**src/core/tocu_pkg.sv**
```systemverilog
package tocu_pkg;

   localparam logic [7:0] TOCU_BOTTOM     = 8'h00;
   localparam logic [7:0] TOCU_MAX        = 8'hFF;
   localparam logic [7:0] TOCU_COUNT_RST  = 8'h00;
   localparam logic [7:0] TOCU_CMP_RST    = 8'h00;

   localparam logic [1:0] TOCU_ACT_NONE   = 2'h0;
   localparam logic [1:0] TOCU_ACT_TOGGLE = 2'h1;
   localparam logic [1:0] TOCU_ACT_CLEAR  = 2'h2;
   localparam logic [1:0] TOCU_ACT_SET    = 2'h3;

   typedef enum logic [1:0] {
      TOCU_WGM_NORMAL = 2'b00,
      TOCU_WGM_PCPWM  = 2'b01,
      TOCU_WGM_CTC    = 2'b10,
      TOCU_WGM_FPWM   = 2'b11
   } tocu_wgm_t;

   typedef struct packed {
      tocu_wgm_t  waveform_mode_select;
      logic [1:0] output_action_bits;
      logic       compare_irq_enable;
   } tocu_ctrl_t;

   typedef struct packed {
      logic       wr_en;
      logic [7:0] wr_data;
   } tocu_wr_t;

endpackage

```
**src/core/tocu_comparator.sv**
```systemverilog
`timescale 1ns/1ps
module tocu_comparator (
   // Clock and reset
   input  wire logic       core_clk,
   input  wire logic       rst,
   input  wire logic       clk_en,
   // Compare inputs
   input  wire logic [7:0] count,
   input  wire logic [7:0] compare,
   input  wire logic       block_next,
   // Result
   output logic            match
);
   import tocu_pkg::*;

   logic block_reg;

   always_ff @(posedge core_clk) begin
      if (rst) begin
         block_reg <= 1'b0;
      end else if (clk_en) begin
         block_reg <= block_next;
      end
   end

   assign match = (count == compare) && !block_reg;

endmodule

```
**src/core/tocu_output_latch.sv**
```systemverilog
`timescale 1ns/1ps
module tocu_output_latch (
   // Clock and reset
   input  wire logic       core_clk,
   input  wire logic       rst,
   input  wire logic       clk_en,
   // Control
   input  wire logic       pwm_mode,
   input  wire logic [1:0] action,
   input  wire logic       event_hit,
   // Latch
   output logic            latch_q
);
   import tocu_pkg::*;

   logic latch_reg;
   logic latch_next;

   always_comb begin
      latch_next = latch_reg;
      if (event_hit && !pwm_mode) begin
         unique case (action)
            TOCU_ACT_NONE:   latch_next = latch_reg;
            TOCU_ACT_TOGGLE: latch_next = !latch_reg;
            TOCU_ACT_CLEAR:  latch_next = 1'b0;
            TOCU_ACT_SET:    latch_next = 1'b1;
         endcase
      end
   end

   // Mode change leaves latch untouched
   always_ff @(posedge core_clk) begin
      if (rst) begin
         latch_reg <= 1'b0;
      end else if (clk_en) begin
         latch_reg <= latch_next;
      end
   end

   assign latch_q = latch_reg;

endmodule

```
**src/core/tocu_top.sv**
```systemverilog
// Behaviour
// - Compare on each tick; flag set two cycles later.
// - Interrupt request while flag and enable.
// - Flag cleared by service or write-one.
// - PWM modes buffer compare; FPWM loads at wrap from max, PCPWM on reaching max.
// - Writes hit buffer or active register.
// - Force strobe updates latch in non-PWM modes, no flag.
// - Counter write blocks next-cycle matches.
// - Latch keeps level across mode changes.
// - Action bits act immediately, unbuffered.
// - Nonzero action overrides port output value.
// - Action zero leaves latch unchanged.
// - Counting depends only on mode bits.
// - Action bits: set/clear/toggle or polarity.
// - Normal mode counts up, wraps to zero.
// - Overflow flag set on wrap from max to zero, or on down-count to zero in PCPWM.
// - Counter writable any time in normal mode.
// - Counter write beats count and clear.
// - Bottom is 0x00, max is 0xFF.
// - Action one toggles latch in non-PWM.
`timescale 1ns/1ps
module tocu_top (
   // Clock, reset, enable
   input  wire logic                core_clk,
   input  wire logic                rst,
   input  wire logic                clk_en,
   // Timer clock tick
   input  wire logic                timer_tick,
   // Control bits
   input  wire tocu_pkg::tocu_ctrl_t ctrl,
   input  wire logic                output_pin_direction_bit,
   input  wire logic                port_out_value,
   // CPU writes
   input  wire tocu_pkg::tocu_wr_t  count_wr,
   input  wire tocu_pkg::tocu_wr_t  compare_wr,
   input  wire logic                force_compare_strobe,
   input  wire logic                match_flag_wr_one,
   input  wire logic                overflow_flag_wr_one,
   input  wire logic                compare_irq_ack,
   input  wire logic                overflow_irq_ack,
   // Status
   output logic [7:0]               timer_count_value,
   output logic [7:0]               compare_value,
   output logic [7:0]               compare_active,
   output logic                     compare_match_flag,
   output logic                     overflow_flag,
   output logic                     compare_irq,
   output logic                     compare_output_latch,
   // Pin
   output logic                     pin_out,
   output logic                     pin_oe_n
);
   import tocu_pkg::*;

   logic [7:0] count_reg;
   logic [7:0] count_next;
   logic       dir_down_reg;
   logic [7:0] buf_reg;
   logic [7:0] active_reg;
   logic       match_flag_reg;
   logic       ovf_flag_reg;
   logic       irq_reg;
   logic       pin_out_reg;
   logic       pin_oe_n_reg;
   logic       latch_q;
   logic       match;
   logic       match_d_reg;
   logic       pwm_mode;
   logic       at_bottom_next;
   logic       ovf_event;
   logic       match_tick;
   logic       latch_event;
   logic       load_active;
   logic       blk_hold_reg;
   logic       blk_next;
   logic       pin_src;

   assign pwm_mode = (ctrl.waveform_mode_select == TOCU_WGM_PCPWM) ||
                     (ctrl.waveform_mode_select == TOCU_WGM_FPWM);

   always_comb begin
      count_next = count_reg;
      unique case (ctrl.waveform_mode_select)
         TOCU_WGM_NORMAL: count_next = count_reg + 8'h01;
         TOCU_WGM_CTC: begin
            if (match) begin
               count_next = TOCU_BOTTOM;
            end else begin
               count_next = count_reg + 8'h01;
            end
         end
         TOCU_WGM_FPWM: count_next = count_reg + 8'h01;
         TOCU_WGM_PCPWM: begin
            if (dir_down_reg) begin
               count_next = count_reg - 8'h01;
            end else begin
               count_next = count_reg + 8'h01;
            end
         end
      endcase
   end

   assign at_bottom_next = (count_next == TOCU_BOTTOM);
   assign ovf_event  = timer_tick && !count_wr.wr_en &&
                       (((ctrl.waveform_mode_select != TOCU_WGM_PCPWM) &&
                         count_reg == TOCU_MAX) ||
                        ((ctrl.waveform_mode_select == TOCU_WGM_PCPWM) &&
                         dir_down_reg && at_bottom_next));
   assign match_tick = match && timer_tick;

   always_ff @(posedge core_clk) begin
      if (rst) begin
         count_reg <= TOCU_COUNT_RST;
      end else if (clk_en) begin
         if (count_wr.wr_en) begin
            count_reg <= count_wr.wr_data;
         end else if (timer_tick) begin
            count_reg <= count_next;
         end
      end
   end

   always_ff @(posedge core_clk) begin
      if (rst) begin
         dir_down_reg <= 1'b0;
      end else if (clk_en) begin
         if (ctrl.waveform_mode_select != TOCU_WGM_PCPWM) begin
            dir_down_reg <= 1'b0;
         end else if (timer_tick && !count_wr.wr_en) begin
            if (count_next == TOCU_MAX) begin
               dir_down_reg <= 1'b1;
            end else if (at_bottom_next) begin
               dir_down_reg <= 1'b0;
            end
         end
      end
   end

   assign load_active = timer_tick && !count_wr.wr_en &&
      (((ctrl.waveform_mode_select == TOCU_WGM_FPWM) &&
        count_reg == TOCU_MAX) ||
       ((ctrl.waveform_mode_select == TOCU_WGM_PCPWM) &&
        count_next == TOCU_MAX));

   always_ff @(posedge core_clk) begin
      if (rst) begin
         buf_reg <= TOCU_CMP_RST;
      end else if (clk_en) begin
         if (compare_wr.wr_en) begin
            buf_reg <= compare_wr.wr_data;
         end
      end
   end

   always_ff @(posedge core_clk) begin
      if (rst) begin
         active_reg <= TOCU_CMP_RST;
      end else if (clk_en) begin
         if (!pwm_mode && compare_wr.wr_en) begin
            active_reg <= compare_wr.wr_data;
         end else if (!pwm_mode) begin
            active_reg <= buf_reg;
         end else if (load_active) begin
            active_reg <= buf_reg;
         end
      end
   end

   // block until next tick
   // A stopped timer keeps the block armed until its next tick
   assign blk_next = count_wr.wr_en || (blk_hold_reg && !timer_tick);

   always_ff @(posedge core_clk) begin
      if (rst) begin
         blk_hold_reg <= 1'b0;
      end else if (clk_en) begin
         blk_hold_reg <= blk_next;
      end
   end

   tocu_comparator u_cmp (
      .core_clk   (core_clk),
      .rst        (rst),
      .clk_en     (clk_en),
      .count      (count_reg),
      .compare    (active_reg),
      .block_next (blk_next),
      .match      (match)
   );

   always_ff @(posedge core_clk) begin
      if (rst) begin
         match_d_reg <= 1'b0;
      end else if (clk_en) begin
         match_d_reg <= match_tick;
      end
   end

   always_ff @(posedge core_clk) begin
      if (rst) begin
         match_flag_reg <= 1'b0;
      end else if (clk_en) begin
         if (match_d_reg) begin
            match_flag_reg <= 1'b1;
         end else if (compare_irq_ack || match_flag_wr_one) begin
            match_flag_reg <= 1'b0;
         end
      end
   end

   always_ff @(posedge core_clk) begin
      if (rst) begin
         ovf_flag_reg <= 1'b0;
      end else if (clk_en) begin
         if (ovf_event) begin
            ovf_flag_reg <= 1'b1;
         end else if (overflow_irq_ack || overflow_flag_wr_one) begin
            ovf_flag_reg <= 1'b0;
         end
      end
   end

   always_ff @(posedge core_clk) begin
      if (rst) begin
         irq_reg <= 1'b0;
      end else if (clk_en) begin
         irq_reg <= ctrl.compare_irq_enable && match_flag_reg;
      end
   end

   assign latch_event = match_tick || (force_compare_strobe && !pwm_mode);

   tocu_output_latch u_latch (
      .core_clk  (core_clk),
      .rst       (rst),
      .clk_en    (clk_en),
      .pwm_mode  (pwm_mode),
      .action    (ctrl.output_action_bits),
      .event_hit (latch_event),
      .latch_q   (latch_q)
   );

   always_comb begin
      if (ctrl.output_action_bits == TOCU_ACT_NONE) begin
         pin_src = port_out_value;
      end else if (pwm_mode &&
                   ctrl.output_action_bits == TOCU_ACT_SET) begin
         pin_src = !latch_q;
      end else begin
         pin_src = latch_q;
      end
   end

   always_ff @(posedge core_clk) begin
      if (rst) begin
         pin_oe_n_reg <= 1'b1;
      end else if (clk_en) begin
         pin_oe_n_reg <= !output_pin_direction_bit;
      end
   end

   always_ff @(posedge core_clk) begin
      if (rst) begin
         pin_out_reg <= 1'b0;
      end else if (clk_en) begin
         pin_out_reg <= pin_src;
      end
   end

   assign timer_count_value    = count_reg;
   assign compare_value        = buf_reg;
   assign compare_active       = active_reg;
   assign compare_match_flag   = match_flag_reg;
   assign overflow_flag        = ovf_flag_reg;
   assign compare_irq          = irq_reg;
   assign compare_output_latch = latch_q;
   assign pin_out              = pin_out_reg;
   assign pin_oe_n             = pin_oe_n_reg;

endmodule

```
**config.mk**
```make
export PLATFORM = sky130hd
export DESIGN_NAME = tocu_top
export DESIGN_NICKNAME = d
export VERILOG_FILES = /design/src/core/tocu_pkg.sv /design/src/core/tocu_comparator.sv /design/src/core/tocu_output_latch.sv /design/src/core/tocu_top.sv
export SDC_FILE = /design/constraint.sdc
export NUM_CORES = 1
export LEC_CHECK = 0
export BUFFER_PORTS_ARGS = -buffer_cell sky130_fd_sc_hd__buf_2
export CORE_MARGIN = 2
export CORE_UTILIZATION = 50
export DETAILED_ROUTE_END_ITERATION = 10
export GPL_TIMING_DRIVEN = 0
export PLACE_DENSITY = 0.77
export SYNTH_ARGS = -nofsm -noshare
export SYNTH_HDL_FRONTEND = slang
export SYNTH_SLANG_ARGS = --single-unit
export TNS_END_PERCENT = 30
```
**constraint.sdc**
```tcl
create_clock -name core_clk -period 3.3 [get_ports core_clk]
set_input_delay 0.66 -clock core_clk [delete_from_list [all_inputs] [get_ports core_clk]]
set_output_delay 0.66 -clock core_clk [all_outputs]
set_load 0.03 [all_outputs]
```
==> results of run 1 <==
==> path summary, 6_finish.rpt <==
| kind | startpoint | endpoint | slack (ns) |
|---|---|---|---|
| worst min register to register | compare_irq | compare_irq | 0.47 |
| worst max register to register | timer_count_value[0] | compare_active[6] | 0.25 |
| worst max-delay path | timer_count_value[0] | compare_active[6] | 0.25 |
| worst min-delay path | compare_irq | compare_irq | 0.47 |
==> tightest hold or removal path, delay by kind of cell (launching register included) <==
kind               cells  cell delay [ns]
DFF                    1             0.31
AOI/OAI and AO/OA      1             0.05
and+or+nand+nor        1             0.06
==> cells in the final DEF, fill, tap and decap left out, types with 10 or more instances in the layout <==
cell and count:
a21oi_1 22, buf_2 63, clkbuf_1 12, dfxtp_1 33, mux2i_1 13, nand2_1 31, nand3_1 13, nor2_1 22
o21ai_0 20, xor2_1 10
==> layer usage <==
layer / vias up / wire [um] / GRT usage
li1: 1186 / - / -
met1: 1118 / 2970 / 0.341
met5: - / 0 / 0
met3: 17 / 430 / 0.0444
met4: 0 / 172 / 0.109
met2: 109 / 2990 / 0.390
==> final cells by class <==
type / instances / area, sq um / area share
multi-input cells: 220 / 1490 / 0.534
flip-flops and latches: 33 / 661 / 0.236
repair buffers: 60 / 300 / 0.107
plain buffers: 22 / 128 / 0.0456
clock buffers: 7 / 86.3 / 0.0309
well taps: 52 / 65.1 / 0.0233
inverters: 9 / 33.8 / 0.0121
clock inverters: 1 / 30.0 / 0.0107
==> logic make-up after synthesis <==
group,after synthesis
buffers and inverters,31
adder cells (fa/ha/maj),5
AO/OA/AOI/OAI,84
flip-flops,33
multiplexers,13
AND/OR/NAND/NOR,105
XOR/XNOR,13
==> through the flow <==
| step | hold WS (ns) | setup WS [ns] | utilization | instances |
|---|---|---|---|---|
| 6_report | 0.470 | 0.252 | 0.634 | 404 |
| 5_1_grt | 0.479 | 0.100 | 0.634 | 404 |
| 4_1_cts | 0.466 | 0.322 | 0.634 | 404 |
| 3_5_place_dp | 0.455 | 0.0462 | 0.607 | 396 |
| 3_3_place_gp | 0.452 | 0.0666 | 0.607 | 396 |
| 2_1_floorplan | 0.441 | 0.492 | - | 284 |
==> power groups by stage <==
stage                     clock [mW]  combinational [mW]  sequential, mW
after floorplan                    0               0.194           0.488
after global placement             0               0.322           0.447
after detailed placement           0               0.325           0.448
after CTS                      0.414               0.328           0.439
after global routing           0.423               0.358           0.442
final                          0.408               0.333           0.439
==> metrics, run 1 <==
Cell Chain, Critical Path buf_4 -> inv_1 -> ha_1 -> nor3b_1 -> xnor2_1 -> a21oi_1 -> a2111oi_2 -> nand4_1 -> nor4b_4 -> buf_6 -> o21ai_2 -> o311a_1; Worst Path Required 3.48 ns; worst slew pin tran 0.613 ns; CORE AREA 0.00441 sq mm; slew margin rel. 0.591; via count 2,430; Antenna diodes 0; total CTS buffers 5; sequential share of power 0.372; fin crit share 0.924; cell taking the most area after synthesis dfxtp_1; Synth Area in Compound Gates 0.264; drc violations 0; post-route ant nets 0; TritonCTS Sinks 33; Die Area 0.00519 sq mm; post-CTS sizing 0; cell with the most instances after synthesis dfxtp_1; PD cells 422 mW/mm^2; Synth Register Bits 33; DRT Pass-1 Iters 6; switching power 0.391 mW; Seq/Total Area, Yosys 0.285; simple-gate share of the synthesized area 0.249; critical path data arrival time 3.23 ns; Post-Route Setup TNS 0 ns; Post-synth EDFFs 0; Synthesized Nets 323; Synth Area in Adders 0.0270; leak pwr 1.27 nW; Post-Syn Instances 284; Synth Area per Inst 8.15 sq um; r2r worst-path depth 12; Post-synth ARST share 0; DP Wirelength 4850 um; Hold Path Depth 2; Synth Flop Type dfxtp_1; largest net degree at the start of global routing 11; H-tree lvl count 2; CTS tree done; FP Rows 24; Wirelength per Cell 16.3 um; synth unique cells 56; hold crit path type reg2reg; Max Cap Violations 0; Synth top area share 0.285; Post-CTS Setup Inserts 0; Skew-Pair Late Insertion Delay 0.30 ns; Critical Path Sink Type register; FMAX 328 MHz; top post-synthesis cells by area dfxtp_1, mux2i_1, nand2_1, a21oi_1, o21ai_0; Nets 390; Crit path largest cell delay 0.47 ns; largest family of logic cells by synthesized area compound AO/OA/AOI/OAI gates; post-synthesis xor/xnor area fraction 0.0492; area delta synth->final 20.8%; IO Count 64; clk root buf clkbuf_8; initial antenna violation count 0; RSZ-0062 raised after global routing no; total routed wirelength 6570 um; routability cong. 0.977; cell area after synthesis 0.00232 sq mm; CP max-delay cell nor4b_4; placed cell areas 0.00268 sq mm; Net Sw Frac 0.331; GR Overflow Total 0; crit path kind reg2reg; GRT Resource Usage Total 0.251; status finished, final reports clean; crit-path max FO 10; clock slew at reported path FFs 0.08 ns; final setup violating endpoints 0; clock skew 0.0114 ns; Port Buffers 60; Internal Power 0.789 mW; layout cells sized above 1 0.261; WP depth 12; Initial Utilization 0.525; vias in the first global route 2,119; fill count 400; Top Family by Delay on Critical Path simple AND/OR/NAND/NOR gates; Via density 6.01; chip height 72.1 um; Synth top cells by count dfxtp_1, nand2_1, a21oi_1, nor2_1, o21ai_0; Die Wd 72.1 um; first-pass GRT wire length 10,200 um; clock buffer depth 2; Comb power frac 0.282; # hold bufs at CTS 0; VDD IR-drop max 0.280 mV; buffers and inverters on the worst path 3; Final Total Pwr 1.18 mW; Slew Limit Fails 0; fin area 0.00280 sq mm; Tmin final 3.05 ns; post-synthesis mux area share 0.0562; Syn. warnings 0; Iter 0 DRT Violations 211; CP startpoint kind register; share of total power in the clock network 0.346; Final Hold Fails 0
Note: power is estimated with default switching activity, not from simulation.
==> inputs of run 2 (changes only) <==
--- a/config.mk
+++ b/config.mk
@@ -13,5 +13,6 @@
 export PLACE_DENSITY = 0.77
 export SYNTH_ARGS = -nofsm -noshare
 export SYNTH_HDL_FRONTEND = slang
+export SYNTH_HIERARCHICAL = 1
 export SYNTH_SLANG_ARGS = --single-unit
 export TNS_END_PERCENT = 30
==> metrics, run 2 <==
largest net degree at the start of global routing 11 (unchanged); top post-synthesis cells by area dfxtp_1, nand2_1, nor2_1, a21oi_1, mux2i_1; Critical Path Sink Type register; Synth Area per Inst 7.95 sq um (-2.5%); Tmin final 3.07 ns (+0.0190 ns); Post-Route Setup TNS 0 ns (unchanged); Seq/Total Area, Yosys 0.308 (+0.0226); worst slew pin tran 0.571 ns (-0.0427 ns); cell taking the most area after synthesis dfxtp_1; clock slew at reported path FFs 0.07 ns (about the same); CP startpoint kind register; chip height 70.5 um (-2.2%); Max Cap Violations 0 (unchanged); GRT Resource Usage Total 0.237 (-0.0138); RSZ-0062 raised after global routing no; vias in the first global route 2,076 (-2.0%); CORE AREA 0.00429 sq mm (-2.7%); clock buffer depth 2 (unchanged); post-layout worst setup margin 0.233 ns (-0.0190 ns); hold crit path type reg2reg; Synth top area share 0.308 (+0.0226); VDD IR-drop max 0.262 mV (-6.4%); routability cong. 0.910 (-6.8%); initial antenna violation count 0 (unchanged); crit-path max FO 10 (unchanged); GR Overflow Total 0 (unchanged); clock skew 0.00573 ns (-0.00569 ns); Wirelength per Cell 14.8 um (-8.8%); Die Area 0.00497 sq mm (-4.3%); total CTS buffers 5 (unchanged); via count 2,358 (-3.0%); Slew Limit Fails 0 (unchanged); Synth top cells by count dfxtp_1, nand2_1, nor2_1, a21oi_1, o21ai_0; area delta synth->final 21.1%; Die Wd 70.5 um (-2.2%); FMAX 326 MHz (-0.62%); Port Buffers 62 (+3.3%); critical path data arrival time 3.24 ns (about the same); Antenna diodes 0 (unchanged); DP Wirelength 4570 um (-5.7%); Synth Register Bits 34 (+3.0%); Iter 0 DRT Violations 115 (-45%); Post-Syn Instances 278 (-2.1%); IO Count 64 (unchanged); Synthesized Nets 317 (-1.9%); Final Hold Fails 0 (unchanged); drc violations 0 (unchanged); status finished, final reports clean; layout cells sized above 1 0.256 (-0.00488); Worst Path Required 3.47 ns (about the same); commonest non-fill, non-tap cell in the layout buf_2; FP Rows 24 (unchanged); clk root buf clkbuf_8; Synth Flop Type dfxtp_1; cell with the most instances after synthesis dfxtp_1; first-pass GRT wire length 9510 um (-6.4%); cell area after synthesis 0.00221 sq mm (-4.5%); Non-Filler Instances 399 (-1.2%); Post-synth EDFFs 0 (unchanged); Via density 5.91 (-1.7%); total routed wirelength 5910 um (-10%); crit path kind reg2reg; Post-synth ARST share 0 (unchanged); synth unique cells 53 (-5.4%); most frequent cells in the layout buf_2, dfxtp_1, nand2_1; slew margin rel. 0.615 (+0.0245); Skew-Pair Late Insertion Delay 0.28 ns (-0.02 ns); TritonCTS Sinks 34 (+3.0%); CTS tree done; placed cell count 392 (-1.0%); final setup violating endpoints 0 (unchanged); Post-CTS Setup Inserts 0 (unchanged); Syn. warnings 6 (+6); Initial Utilization 0.515 (-0.00980); post-route ant nets 0 (unchanged); leak pwr 1.13 nW (-11%); DRT Pass-1 Iters 5 (-1); H-tree lvl count 2 (unchanged); Final Total Pwr 1.03 mW (-13%); fin crit share 0.929 (+0.00575); Nets 386 (-1.0%); Setup WS pre-CTS 0.210 ns (+0.164 ns); PD cells 384 mW/mm^2 (-9.0%)
## run 2: through the flow
| stage | hold WS (ns) | cell area, sq um | utilization |
|---|---|---|---|
| after detailed placement | 0.462 | 2590 | 0.602 |
| after CTS | 0.471 | 2660 | 0.620 |
| after global placement | 0.454 | 2590 | 0.602 |
| after global routing | 0.496 | 2680 | 0.623 |
| after floorplan | 0.451 | 2210 | - |
| final | 0.473 | 2680 | 0.623 |
## run 2: per-layer routing
layer  part of all wire  wire, um  GRT usage  vias to the layer above
met3              0.070       412     0.0476                        9
met1               0.45      2680      0.328                     1110
met4              0.013        76     0.0726                        0
li1                   -         -          -                     1156
met5                  0         0          0                        -
met2               0.46      2750      0.371                       83
## run 2: repair_timing
item                                    4_1_cts  5_1_grt
resized for setup                             0        2
endpoints found under the setup margin        0        4
hold buffers                                  0        0
## run 2: power breakdown
part           total, mW  switching, mW  internal [mW]
clock              0.285          0.140          0.145
sequential         0.459         0.0259          0.433
combinational      0.283          0.177          0.106
total               1.03          0.343          0.685
## run 2: cell type report
type	instances	area, sq um
Clock buffer	7	76.3
Timing Repair Buffer	62	310
Fill cell	410	1620
Tap cell	52	65.1
Sequential cell	34	681
Multi-Input combinational cell	217	1430
Buffer	18	77.6
Inverter	9	33.8
## run 2: path summary, 6_finish.rpt
path,startpoint,to,slack (ns),cells after the start
setup / recovery,timer_count_value[5],compare_active[4],0.23,12
setup reg to reg,timer_count_value[5],compare_active[4],0.23,12
hold reg to reg,compare_value[3],compare_value[3],0.47,2
hold / removal,compare_value[3],compare_value[3],0.47,2
## run 2: critical path: stages, from the launching register on
cell      delay, ns
dfxtp_1        0.52
xnor2_1        0.17
nand4_1        0.21
nor4_4         0.27
and2_1         0.17
buf_2          0.21
a21oi_1        0.13
a221oi_1       0.44
a311oi_2       0.11
nand4_4        0.21
nand2b_1       0.07
buf_4          0.16
a221oi_1       0.29
## run 2: logic make-up (layout without fill, tap and decap cells)
logic type | count (synthesis) | in the layout | synth area share
AOI/OAI and AO/OA | 79 | 79 | 0.257
xor gates and xnor gates | 9 | 9 | 0.0357
adders and majority gates | 5 | 5 | 0.0283
buffers and inverters | 27 | 96 | 0.0504
DFF | 34 | 34 | 0.308
muxes | 10 | 10 | 0.0453
and+or+nand+nor | 114 | 114 | 0.276
